## config.mk

```make
export PLATFORM = sky130hd
export DESIGN_NAME = ddrc_regs
export DESIGN_NICKNAME = d
export VERILOG_FILES = /design/src/ddrc_pkg.sv /design/src/ddrc_sync.sv /design/src/ddrc_init_track.sv /design/src/ddrc_regs.sv
export SDC_FILE = /design/constraint.sdc
export NUM_CORES = 1
export LEC_CHECK = 0
export ABC_CLOCK_PERIOD_IN_PS = 1700
export CELL_PAD_IN_SITES_DETAIL_PLACEMENT = 2
export CELL_PAD_IN_SITES_GLOBAL_PLACEMENT = 2
export CORE_UTILIZATION = 34
export CTS_CLUSTER_DIAMETER = 50
export DETAILED_ROUTE_END_ITERATION = 6
export DONT_BUFFER_PORTS = 1
export PLACE_DENSITY = 0.83
export SKIP_LAST_GASP = 1
export SYNTH_ARGS = -nofsm -noshare
export SYNTH_HDL_FRONTEND = slang
export SYNTH_HIERARCHICAL = 1
export SYNTH_SLANG_ARGS = --single-unit
```

## constraint.sdc

```tcl
create_clock -name i_clk -period 1.7 [get_ports i_clk]
set_input_delay 0 -clock i_clk [delete_from_list [all_inputs] [get_ports i_clk]]
set_output_delay 0 -clock i_clk [all_outputs]
set_load 0.1 [all_outputs]
```

## src/ddrc_pkg.sv

```systemverilog
// Shared constants, field layouts and carrier types of the SDRAM controller register front end.
package ddrc_pkg;

  // ==========================================================================
  // Bus geometry
  // ==========================================================================
  localparam int ADDR_W = 8;
  localparam int DATA_W = 32;

  // ==========================================================================
  // Register byte offsets
  // ==========================================================================
  localparam logic [ADDR_W-1:0] OFS_REVISION = 8'h00;
  localparam logic [ADDR_W-1:0] OFS_STATUS = 8'h04;
  localparam logic [ADDR_W-1:0] OFS_CONFIG = 8'h08;
  localparam logic [ADDR_W-1:0] OFS_REFRESH = 8'h0c;
  localparam logic [ADDR_W-1:0] OFS_TIMING_ONE = 8'h10;
  localparam logic [ADDR_W-1:0] OFS_TIMING_TWO = 8'h14;
  localparam logic [ADDR_W-1:0] OFS_CONFIG_TWO = 8'h1c;
  localparam logic [ADDR_W-1:0] OFS_BURST_PRIO = 8'h20;
  localparam logic [ADDR_W-1:0] OFS_PC_ONE = 8'h40;
  localparam logic [ADDR_W-1:0] OFS_PC_TWO = 8'h44;
  localparam logic [ADDR_W-1:0] OFS_PC_SETUP = 8'h48;
  localparam logic [ADDR_W-1:0] OFS_PC_REGION = 8'h4c;
  localparam logic [ADDR_W-1:0] OFS_PC_TIME = 8'h50;
  localparam logic [ADDR_W-1:0] OFS_IRQ_RAW = 8'hc0;
  localparam logic [ADDR_W-1:0] OFS_IRQ_MASKED = 8'hc4;
  localparam logic [ADDR_W-1:0] OFS_IRQ_MASK_SET = 8'hc8;
  localparam logic [ADDR_W-1:0] OFS_IRQ_MASK_CLR = 8'hcc;
  localparam logic [ADDR_W-1:0] OFS_PHY_CONTROL = 8'he4;

  // ==========================================================================
  // Status word layout
  // ==========================================================================
  localparam int STAT_DUAL_CLOCK_BIT = 30;
  localparam int STAT_PHY_READY_BIT = 2;

  // ==========================================================================
  // Configuration word layout, masks and reset values
  // ==========================================================================
  localparam int CFG_TERM_HI_BIT = 27;
  localparam int CFG_BANK_POS_BIT = 26;
  localparam int CFG_MOBILE_BIT = 25;
  localparam int CFG_DRIVE_HI_BIT = 24;
  localparam int CFG_BOOT_UNLOCK_BIT = 23;
  localparam int CFG_DIFF_STROBE_BIT = 22;
  localparam int CFG_TERM_LO_BIT = 21;
  localparam int CFG_SECOND_GEN_BIT = 20;
  localparam int CFG_MEM_DLL_DIS_BIT = 19;
  localparam int CFG_DRIVE_LO_BIT = 18;
  localparam int CFG_DOUBLE_RATE_BIT = 17;
  localparam int CFG_SYNC_DRAM_BIT = 16;
  localparam int CFG_TIMING_UNLOCK_BIT = 15;
  localparam int CFG_BUS_WIDTH_BIT = 14;
  localparam int CFG_CAS_LSB = 9;
  localparam int CFG_BANKS_LSB = 4;
  localparam int CFG_COLUMN_LSB = 0;
  localparam logic [DATA_W-1:0] CFG_RESET = 32'h0813_4a20;
  localparam logic [DATA_W-1:0] CFG_BOOT_MASK = 32'h0b7f_0000;
  localparam logic [DATA_W-1:0] CFG_TIMING_MASK = 32'h0000_0e00;
  localparam logic [DATA_W-1:0] CFG_FREE_MASK = 32'h0480_c077;
  localparam logic [DATA_W-1:0] CFG_WRITE_MASK = 32'h0fff_ce77;

  // ==========================================================================
  // Other register masks and reset values
  // ==========================================================================
  localparam logic [DATA_W-1:0] REFRESH_RESET = 32'h0000_0884;
  localparam logic [DATA_W-1:0] REFRESH_MASK = 32'hc080_ffff;
  localparam logic [DATA_W-1:0] TIMING_ONE_RESET = 32'h1e92_3249;
  localparam logic [DATA_W-1:0] TIMING_ONE_MASK = 32'hffff_fffb;
  localparam int PLAIN_COUNT = 5;
  localparam logic [2:0] PLAIN_NONE = 3'h7;

  // ==========================================================================
  // Carrier types
  // ==========================================================================
  typedef struct packed {
    logic [1:0] termination;
    logic bank_position_select;
    logic mobile_sdram_enable;
    logic [1:0] drive_strength;
    logic diff_strobe_enable;
    logic second_gen_enable;
    logic mem_dll_disable;
    logic double_rate_enable;
    logic sync_dram_enable;
    logic bus_width_select;
    logic [2:0] cas_latency;
    logic [2:0] internal_bank_count;
    logic [2:0] column_width_select;
  } ddrc_mem_cfg_s;

  typedef struct packed {
    logic dll_powered;
    logic dll_locked;
    logic dll_in_reset;
    logic init_done;
  } ddrc_mem_status_s;

endpackage

```

## src/ddrc_sync.sv

```systemverilog
// Two-stage level synchroniser for signals arriving from the memory clock domain.
`timescale 1ns/1ps
`default_nettype none
module ddrc_sync #(
  parameter int WIDTH = 4
) (
  input wire logic i_clk,
  input wire logic i_reset_n,
  input wire logic [WIDTH-1:0] i_async,
  output logic [WIDTH-1:0] o_sync
);

  // ==========================================================================
  // State
  // ==========================================================================
  typedef struct packed {
    logic [WIDTH-1:0] meta;
    logic [WIDTH-1:0] sync;
  } ddrc_sync_state_s;

  ddrc_sync_state_s state_ff;
  ddrc_sync_state_s nxt_state;

  // Only the second stage is visible; the first may be metastable.
  always_comb begin
    nxt_state.meta = i_async;
    nxt_state.sync = state_ff.meta;
  end

  always_ff @(posedge i_clk) begin
    if (!i_reset_n) begin
      state_ff <= '0;
    end else begin
      state_ff <= nxt_state;
    end
  end

  assign o_sync = state_ff.sync;

endmodule
`default_nettype wire

```

## src/ddrc_init_track.sv

```systemverilog
// Tracks an SDRAM initialization request from start until the memory side reports done.
`timescale 1ns/1ps
`default_nettype none
module ddrc_init_track (
  input wire logic i_clk,
  input wire logic i_reset_n,
  input wire logic i_start,
  input wire logic i_done,
  output logic o_busy
);

  // ==========================================================================
  // State
  // ==========================================================================
  typedef struct packed {
    logic busy;
  } ddrc_init_state_s;

  ddrc_init_state_s state_ff;
  ddrc_init_state_s nxt_state;

  // A new start wins over a done seen in the same cycle, so no request is lost.
  always_comb begin
    nxt_state = state_ff;
    if (i_start) begin
      nxt_state.busy = 1'b1;
    end else if (i_done) begin
      nxt_state.busy = 1'b0;
    end
  end

  always_ff @(posedge i_clk) begin
    if (!i_reset_n) begin
      state_ff <= '0;
    end else begin
      state_ff <= nxt_state;
    end
  end

  assign o_busy = state_ff.busy;

endmodule
`default_nettype wire

```

## src/ddrc_regs.sv

```systemverilog
// Register front end of the SDRAM controller: decode, configuration, status and unlock handling.
//
// ============================================================================
// ============================================================================
`timescale 1ns/1ps
`default_nettype none
module ddrc_regs #(
  // Arbitrary identification value, not tied to any real part.
  parameter logic [31:0] REVISION_VALUE = 32'h0a5c_0001,
  parameter logic [31:0] TIMING_TWO_RESET = 32'h0000_0000
) (
  input wire logic i_clk,
  input wire logic i_reset_n,
  input wire logic [ddrc_pkg::ADDR_W-1:0] i_addr,
  input wire logic [ddrc_pkg::DATA_W-1:0] i_wdata,
  input wire logic i_wr,
  input wire logic i_rd,
  input wire ddrc_pkg::ddrc_mem_status_s i_mem_status,
  output logic [ddrc_pkg::DATA_W-1:0] o_rdata,
  output ddrc_pkg::ddrc_mem_cfg_s o_mem_cfg,
  output logic [ddrc_pkg::DATA_W-1:0] o_refresh,
  output logic [ddrc_pkg::DATA_W-1:0] o_timing_one,
  output logic [ddrc_pkg::DATA_W-1:0] o_timing_two,
  output logic [ddrc_pkg::DATA_W-1:0] o_config_two,
  output logic [ddrc_pkg::DATA_W-1:0] o_phy_control,
  output logic o_init_start,
  output logic o_init_busy
);

  // ==========================================================================
  // Decode helpers
  // ==========================================================================
  // Plain read/write registers whose contents this block only stores.
  function automatic logic [2:0] plain_index(input logic [ddrc_pkg::ADDR_W-1:0] addr);
    logic [2:0] idx;
    idx = ddrc_pkg::PLAIN_NONE;
    unique case (addr)
      ddrc_pkg::OFS_CONFIG_TWO: idx = 3'h0;
      ddrc_pkg::OFS_BURST_PRIO: idx = 3'h1;
      ddrc_pkg::OFS_PC_SETUP: idx = 3'h2;
      ddrc_pkg::OFS_PC_REGION: idx = 3'h3;
      ddrc_pkg::OFS_PHY_CONTROL: idx = 3'h4;
      default: idx = ddrc_pkg::PLAIN_NONE;
    endcase
    return idx;
  endfunction

  // Counter and interrupt words are decoded but read zero in this front end.
  function automatic logic zero_word(input logic [ddrc_pkg::ADDR_W-1:0] addr);
    return (addr == ddrc_pkg::OFS_PC_ONE) || (addr == ddrc_pkg::OFS_PC_TWO) ||
           (addr == ddrc_pkg::OFS_PC_TIME) || (addr == ddrc_pkg::OFS_IRQ_RAW) ||
           (addr == ddrc_pkg::OFS_IRQ_MASKED) || (addr == ddrc_pkg::OFS_IRQ_MASK_SET) ||
           (addr == ddrc_pkg::OFS_IRQ_MASK_CLR);
  endfunction

  function automatic ddrc_pkg::ddrc_mem_cfg_s to_mem_cfg(input logic [31:0] w);
    ddrc_pkg::ddrc_mem_cfg_s c;
    c.termination = {w[ddrc_pkg::CFG_TERM_HI_BIT], w[ddrc_pkg::CFG_TERM_LO_BIT]};
    c.bank_position_select = w[ddrc_pkg::CFG_BANK_POS_BIT];
    c.mobile_sdram_enable = w[ddrc_pkg::CFG_MOBILE_BIT];
    c.drive_strength = {w[ddrc_pkg::CFG_DRIVE_HI_BIT], w[ddrc_pkg::CFG_DRIVE_LO_BIT]};
    c.diff_strobe_enable = w[ddrc_pkg::CFG_DIFF_STROBE_BIT];
    c.second_gen_enable = w[ddrc_pkg::CFG_SECOND_GEN_BIT];
    c.mem_dll_disable = w[ddrc_pkg::CFG_MEM_DLL_DIS_BIT];
    c.double_rate_enable = w[ddrc_pkg::CFG_DOUBLE_RATE_BIT];
    c.sync_dram_enable = w[ddrc_pkg::CFG_SYNC_DRAM_BIT];
    c.bus_width_select = w[ddrc_pkg::CFG_BUS_WIDTH_BIT];
    c.cas_latency = w[ddrc_pkg::CFG_CAS_LSB +: 3];
    c.internal_bank_count = w[ddrc_pkg::CFG_BANKS_LSB +: 3];
    c.column_width_select = w[ddrc_pkg::CFG_COLUMN_LSB +: 3];
    return c;
  endfunction

  // ==========================================================================
  // Memory-side status crossing
  // ==========================================================================
  ddrc_pkg::ddrc_mem_status_s mem_status_sync;
  logic phy_ready;

  ddrc_sync #(
    .WIDTH($bits(ddrc_pkg::ddrc_mem_status_s))
  ) u_status_sync (
    .i_clk(i_clk),
    .i_reset_n(i_reset_n),
    .i_async(i_mem_status),
    .o_sync(mem_status_sync)
  );

  // All three DLL conditions must hold together before software sees ready.
  assign phy_ready = mem_status_sync.dll_powered & mem_status_sync.dll_locked &
                     ~mem_status_sync.dll_in_reset;

  // ==========================================================================
  // State
  // ==========================================================================
  typedef struct packed {
    logic [31:0] config_word;
    logic [31:0] refresh;
    logic [31:0] timing_one;
    logic [31:0] timing_two;
    logic [ddrc_pkg::PLAIN_COUNT-1:0][31:0] plain;
    logic [31:0] rdata;
    logic init_start;
  } ddrc_regs_state_s;

  ddrc_regs_state_s state_ff;
  ddrc_regs_state_s nxt_state;
  logic boot_open;
  logic timing_open;
  logic [31:0] cfg_accept;
  logic [31:0] status_word;
  logic [2:0] wr_plain;
  logic [2:0] rd_plain;

  assign boot_open = state_ff.config_word[ddrc_pkg::CFG_BOOT_UNLOCK_BIT];
  assign timing_open = state_ff.config_word[ddrc_pkg::CFG_TIMING_UNLOCK_BIT];
  assign wr_plain = plain_index(i_addr);
  assign rd_plain = plain_index(i_addr);

  // Protected fields follow the lock as it stood before this write, so the closing write lands.
  assign cfg_accept = ddrc_pkg::CFG_FREE_MASK |
                      (boot_open ? ddrc_pkg::CFG_BOOT_MASK : '0) |
                      (timing_open ? ddrc_pkg::CFG_TIMING_MASK : '0);

  always_comb begin
    status_word = '0;
    status_word[ddrc_pkg::STAT_DUAL_CLOCK_BIT] = 1'b1;
    status_word[ddrc_pkg::STAT_PHY_READY_BIT] = phy_ready;
  end

  // ==========================================================================
  // Write and read path
  // ==========================================================================
  always_comb begin
    nxt_state = state_ff;
    nxt_state.init_start = 1'b0;
    nxt_state.rdata = '0;
    if (i_wr) begin
      unique case (i_addr)
        ddrc_pkg::OFS_CONFIG: begin
          // Every config write carries bank count and column width, so it restarts init.
          nxt_state.config_word = (state_ff.config_word & ~cfg_accept) |
                                  (i_wdata & cfg_accept);
          nxt_state.init_start = 1'b1;
        end
        ddrc_pkg::OFS_REFRESH: begin
          nxt_state.refresh = i_wdata & ddrc_pkg::REFRESH_MASK;
        end
        ddrc_pkg::OFS_TIMING_ONE: begin
          if (timing_open) begin
            nxt_state.timing_one = i_wdata & ddrc_pkg::TIMING_ONE_MASK;
          end
        end
        ddrc_pkg::OFS_TIMING_TWO: begin
          if (timing_open) begin
            nxt_state.timing_two = i_wdata;
          end
        end
        default: begin
          for (int i = 0; i < ddrc_pkg::PLAIN_COUNT; i++) begin
            if (wr_plain == 3'(i)) begin
              nxt_state.plain[i] = i_wdata;
            end
          end
        end
      endcase
    end
    if (i_rd) begin
      // Revision writes fall through the case above untouched.
      unique case (i_addr)
        ddrc_pkg::OFS_REVISION: nxt_state.rdata = REVISION_VALUE;
        ddrc_pkg::OFS_STATUS: nxt_state.rdata = status_word;
        ddrc_pkg::OFS_CONFIG: nxt_state.rdata = state_ff.config_word;
        ddrc_pkg::OFS_REFRESH: nxt_state.rdata = state_ff.refresh;
        ddrc_pkg::OFS_TIMING_ONE: nxt_state.rdata = state_ff.timing_one;
        ddrc_pkg::OFS_TIMING_TWO: nxt_state.rdata = state_ff.timing_two;
        default: begin
          // Unmapped offsets, including anything outside this block such as the trim control, read zero.
          for (int i = 0; i < ddrc_pkg::PLAIN_COUNT; i++) begin
            if (rd_plain == 3'(i) && !zero_word(i_addr)) begin
              nxt_state.rdata = state_ff.plain[i];
            end
          end
        end
      endcase
    end
  end

  always_ff @(posedge i_clk) begin
    if (!i_reset_n) begin
      state_ff.config_word <= ddrc_pkg::CFG_RESET;
      state_ff.refresh <= ddrc_pkg::REFRESH_RESET;
      state_ff.timing_one <= ddrc_pkg::TIMING_ONE_RESET;
      state_ff.timing_two <= TIMING_TWO_RESET;
      state_ff.plain <= '0;
      state_ff.rdata <= '0;
      state_ff.init_start <= 1'b0;
    end else begin
      state_ff <= nxt_state;
    end
  end

  // ==========================================================================
  // Initialization tracking
  // ==========================================================================
  ddrc_init_track u_init_track (
    .i_clk(i_clk),
    .i_reset_n(i_reset_n),
    .i_start(state_ff.init_start),
    .i_done(mem_status_sync.init_done),
    .o_busy(o_init_busy)
  );

  // ==========================================================================
  // Outputs
  // ==========================================================================
  assign o_rdata = state_ff.rdata;
  assign o_mem_cfg = to_mem_cfg(state_ff.config_word);
  assign o_refresh = state_ff.refresh;
  assign o_timing_one = state_ff.timing_one;
  assign o_timing_two = state_ff.timing_two;
  assign o_config_two = state_ff.plain[0];
  assign o_phy_control = state_ff.plain[4];
  assign o_init_start = state_ff.init_start;
endmodule
`default_nettype wire

```

==> run summary <==
### Route
• 27.8 mm — Met1 Routed Length
• 0 — post-route antenna net violation count
• 0 — number of design rule violations left after detail routing
• 1,163 — drt initial violations
• 34.3 mm — Routed met2 length
• 13,739 — via count of the routed design
• 28.7 um — Avg WL per Cell
• 5.07 mm — sum of met3 wire segment lengths after detailed routing
• 7 — first-pass iteration count of the detailed router
• 70.6 mm — routed wire length
• met5 — highest metal used
• 5.59 — Avg Vias per Cell

### Yosys
• sky130_fd_sc_hd__dfxtp_1 (42%), sky130_fd_sc_hd__nand2_1 (14%), sky130_fd_sc_hd__buf_4 (12%), sky130_fd_sc_hd__a21boi_0 (7.4%), sky130_fd_sc_hd__a21boi_1 (4.8%) — ranking of synthesized cells by area
• 14,800 um2 — Cell Area, Synth
• sky130_fd_sc_hd__nand2_1 (539), sky130_fd_sc_hd__dfxtp_1 (307), sky130_fd_sc_hd__buf_4 (236), sky130_fd_sc_hd__a21boi_0 (145), sky130_fd_sc_hd__a21boi_1 (95) — ranking of synthesized cells by instance count
• 54 — unique cell type count in the Yosys netlist
• sky130_fd_sc_hd__nand2_1 — leading cell type by number of instances after synthesis
• 307 — FF+latch count, synth
• 0% — proportion of synthesized flip-flops having asynchronous set or reset
• 1,790 — cell count after synthesis
• sky130_fd_sc_hd__dfxtp_1 — Synth Flop Type
• 6 — Warnings, synthesis
• sky130_fd_sc_hd__dfxtp_1 — cell type contributing the most total cell area after synthesis
• 41.6% — area share of the largest cell type after synthesis
• 0 — EDFF count, synth
• 8.25 um2 — Post-Synthesis Mean Instance Area
• 41.6% — sequential element share of the synthesized area

### Worst setup path
• 2.24 ns — Worst EP arrival
• flop — Worst Setup End Kind
• 2.18 ns — CP required
• input pin to flop — path type of the worst setup path
• state_ff[304] — critical register-to-register path startpoint
• 0.10 ns — Reg2Reg Setup Slack
• 4 — length in cells of the worst reg-to-reg path
• o_timing_two[30] — Critical R2R Capture
• input pin — Critical Path Source Type
• 18 — Worst Path Max Fanout

### Clock tree
• 2 — total number of H-tree levels
• 0.58 ns — later-pin clock latency in the skew report
• 307 — sink count of the clock tree
• 45 — number of buffers inserted during clock tree synthesis
• sky130_fd_sc_hd__clkbuf_16 — buffer type at the clock tree root
• 0.06 ns — clock-pin slew on the worst setup and hold paths
• 3 — worst-case clock buffer depth
• yes — CTS tree

### Outcome
• negative hold slack, negative setup slack — failing checks
• finished with violations — status

### Place
• 0.838 — routability cong.
• 0 — buffers added on ports
• -0.445 ns — Post-Place Worst Slack
• 43.9 mm — detailed placement HPWL

### Final layout
• 4,656 — number of fillers in the final layout
• 22.9% — layout overhead on the synthesized area
• 22.4% — fraction of layout instances using a drive strength above 1
• 1,893 — net count reported at finish

### Power and ir drop
• 0.00693 uW — LEAKAGE
• 0.714 mV — maximum resistive drop on vdd
• 17,900 uW — Total Power Consumption
• 985 nW/um2 — PD cells

### GRT
• 102 mm — global-route wire length before repair
• 0 — leftover overflow at the end of global routing
• 31.2% — Global Route Usage Sum
• 278 — pin count of the biggest net entering global routing
• 3 — initial antenna violation count
• 15,192 — via count of the first global-routing pass

### Die
• 210 um — chip height
• 34.8% — initial core utilization
• 210 um — Die X-Extent
• 263 — number of placed I/O pins
• 42,400 um2 — area of the placeable core
• 75 — number of cell rows
• 44,300 um2 — overall die area

### STA
• yes — unrepaired setup endpoints after global routing
• 1.75 ns — post-route minimum period
• 8.40% — Relative slew margins
• 7 — number of setup violations in the final report
• 0.570 GHz — highest clock frequency the design can meet
• -0.0550 ns — Worst Slack Setup Final
• 103% — fraction of the cycle the final worst path needs
• -0.399 ns — worst hold margin
• 0.0120 ns — final clock skew
• 0 — final max-slew violation count
• 260 — final hold violation count
• 1.37 ns — actual slew at the worst max-slew pin

### Min path
• i_reset_n — source of the worst hold timing path
• o_timing_one[0] — hold-critical path endpoint
• input pin to flop — Hold Crit Class
• 1 — Hold Path Stages

### Job
• 0 — count of maximum capacitance violations

-- state kept, by name, summed over array words and instances (netlist names), named ones only --
register and cells:
boot_open 1, o_config_two 32, o_init_start 1, o_mem_cfg 8
o_phy_control 32, o_rdata 32, o_refresh 19, o_timing_one 31
o_timing_two 32, state_ff 97, u_init_track/o_busy 1, u_status_sync/nxt_state 4
u_status_sync/o_sync 4
-- worst max-delay path, stage by stage --
cell and delay, ns:
sky130_fd_sc_hd__or4_1 0.53, sky130_fd_sc_hd__buf_6 0.19, sky130_fd_sc_hd__or3_4 0.46, sky130_fd_sc_hd__buf_4 0.17, sky130_fd_sc_hd__nor3_4 0.16, sky130_fd_sc_hd__buf_4 0.35
sky130_fd_sc_hd__nand2_1 0.13, sky130_fd_sc_hd__a21boi_1 0.22
-- layout make-up --
type | count | area [um2] | area share, %
multi-input combinational | 1125 | 6380 | 35.2
clock inverter | 23 | 333 | 1.83
clock buffer | 56 | 1210 | 6.65
sequential | 307 | 6150 | 33.9
tap | 577 | 722 | 3.98
timing repair buffer | 362 | 3330 | 18.4
inverter | 4 | 15.0 | 0.0827
antenna | 3 | 7.51 | 0.0414
-- routing by layer --
metal  vias up  global-route usage [%]
li1       5896                       -
met4         2                    18.3
met1      7004                    36.5
met2       645                    52.8
met5         -                       0
met3       192                    6.63
-- timing repair --
action / 4_1_cts / 5_1_grt
hold endpoints to repair: 306 / 266
setup buffers: 0 / 5
resized for setup: 0 / 7
setup endpoints to repair: 0 / 30
hold buffers: 57 / 1
-- placed cells by master, fill, tap and decap left out, types with 5 or more instances in the layout --
cell,count
sky130_fd_sc_hd__dlygate4sd3_1,56
sky130_fd_sc_hd__a22o_1,16
sky130_fd_sc_hd__nand2_1,535
sky130_fd_sc_hd__a22oi_1,18
sky130_fd_sc_hd__inv_6,6
sky130_fd_sc_hd__o21a_1,10
sky130_fd_sc_hd__nor3_4,5
sky130_fd_sc_hd__o22ai_1,16
sky130_fd_sc_hd__bufinv_16,7
sky130_fd_sc_hd__mux2_2,5
sky130_fd_sc_hd__a221oi_1,27
sky130_fd_sc_hd__buf_4,268
sky130_fd_sc_hd__conb_1,14
sky130_fd_sc_hd__nor2_1,28
sky130_fd_sc_hd__a32oi_1,7
sky130_fd_sc_hd__nand3_1,32
sky130_fd_sc_hd__a21boi_1,95
sky130_fd_sc_hd__a21o_1,16
sky130_fd_sc_hd__mux2i_1,20
sky130_fd_sc_hd__and2_1,11
sky130_fd_sc_hd__a21boi_0,145
sky130_fd_sc_hd__a222oi_1,10
sky130_fd_sc_hd__and3_1,5
sky130_fd_sc_hd__o21ai_0,22
sky130_fd_sc_hd__a21oi_1,22
sky130_fd_sc_hd__dfxtp_1,307
sky130_fd_sc_hd__buf_12,36
sky130_fd_sc_hd__clkbuf_1,7
sky130_fd_sc_hd__clkbuf_16,45
-- worst max-delay path by stage --
stage / slack [ns] / depth (start not counted) / start / end
2_1_floorplan: 0.01 / 7 / i_addr[7] / o_refresh[11]
3_3_place_gp: -0.24 / 6 / i_addr[3] / o_phy_control[12]
3_5_place_dp: -0.44 / 6 / i_addr[3] / o_phy_control[22]
4_1_cts: 0.01 / 7 / i_addr[6] / o_refresh[7]
5_1_grt: -0.04 / 8 / i_addr[7] / state_ff[160]
6_report: -0.05 / 8 / i_addr[7] / state_ff[140]
-- stage by stage --
stage / TNS, ns / cell area (um2) / hold WS, ns / util (%) / std cells
floorplan: 0 / 14800 / 0.117 / - / 1803
global placement: -36.70 / 15900 / 0.114 / 37.6 / 2312
detailed placement: -60.36 / 15900 / 0.116 / 37.6 / 2312
CTS: 0 / 18100 / -0.481 / 42.6 / 2448
global route: -0.202 / 18100 / -0.443 / 42.8 / 2456
finish: -0.242 / 18100 / -0.399 / 42.8 / 2457
-- power by group --
part	switching, uW	internal (uW)
Sequential	8.79	7210
Combinational	524	264
Clock	3730	6130
Total	4260	13600
-- cells by family after synthesis --
group	count (synthesis)	synth area share (%)
AND/OR/NAND/NOR	656	18.6
AO/OA/AOI/OAI	428	21.7
buffers and inverters	372	16.2
flip-flops	307	41.6
multiplexers	25	1.74
XOR/XNOR	1	0.0593
other	1	0.0254
Note: power is estimated with default switching activity, not from simulation.
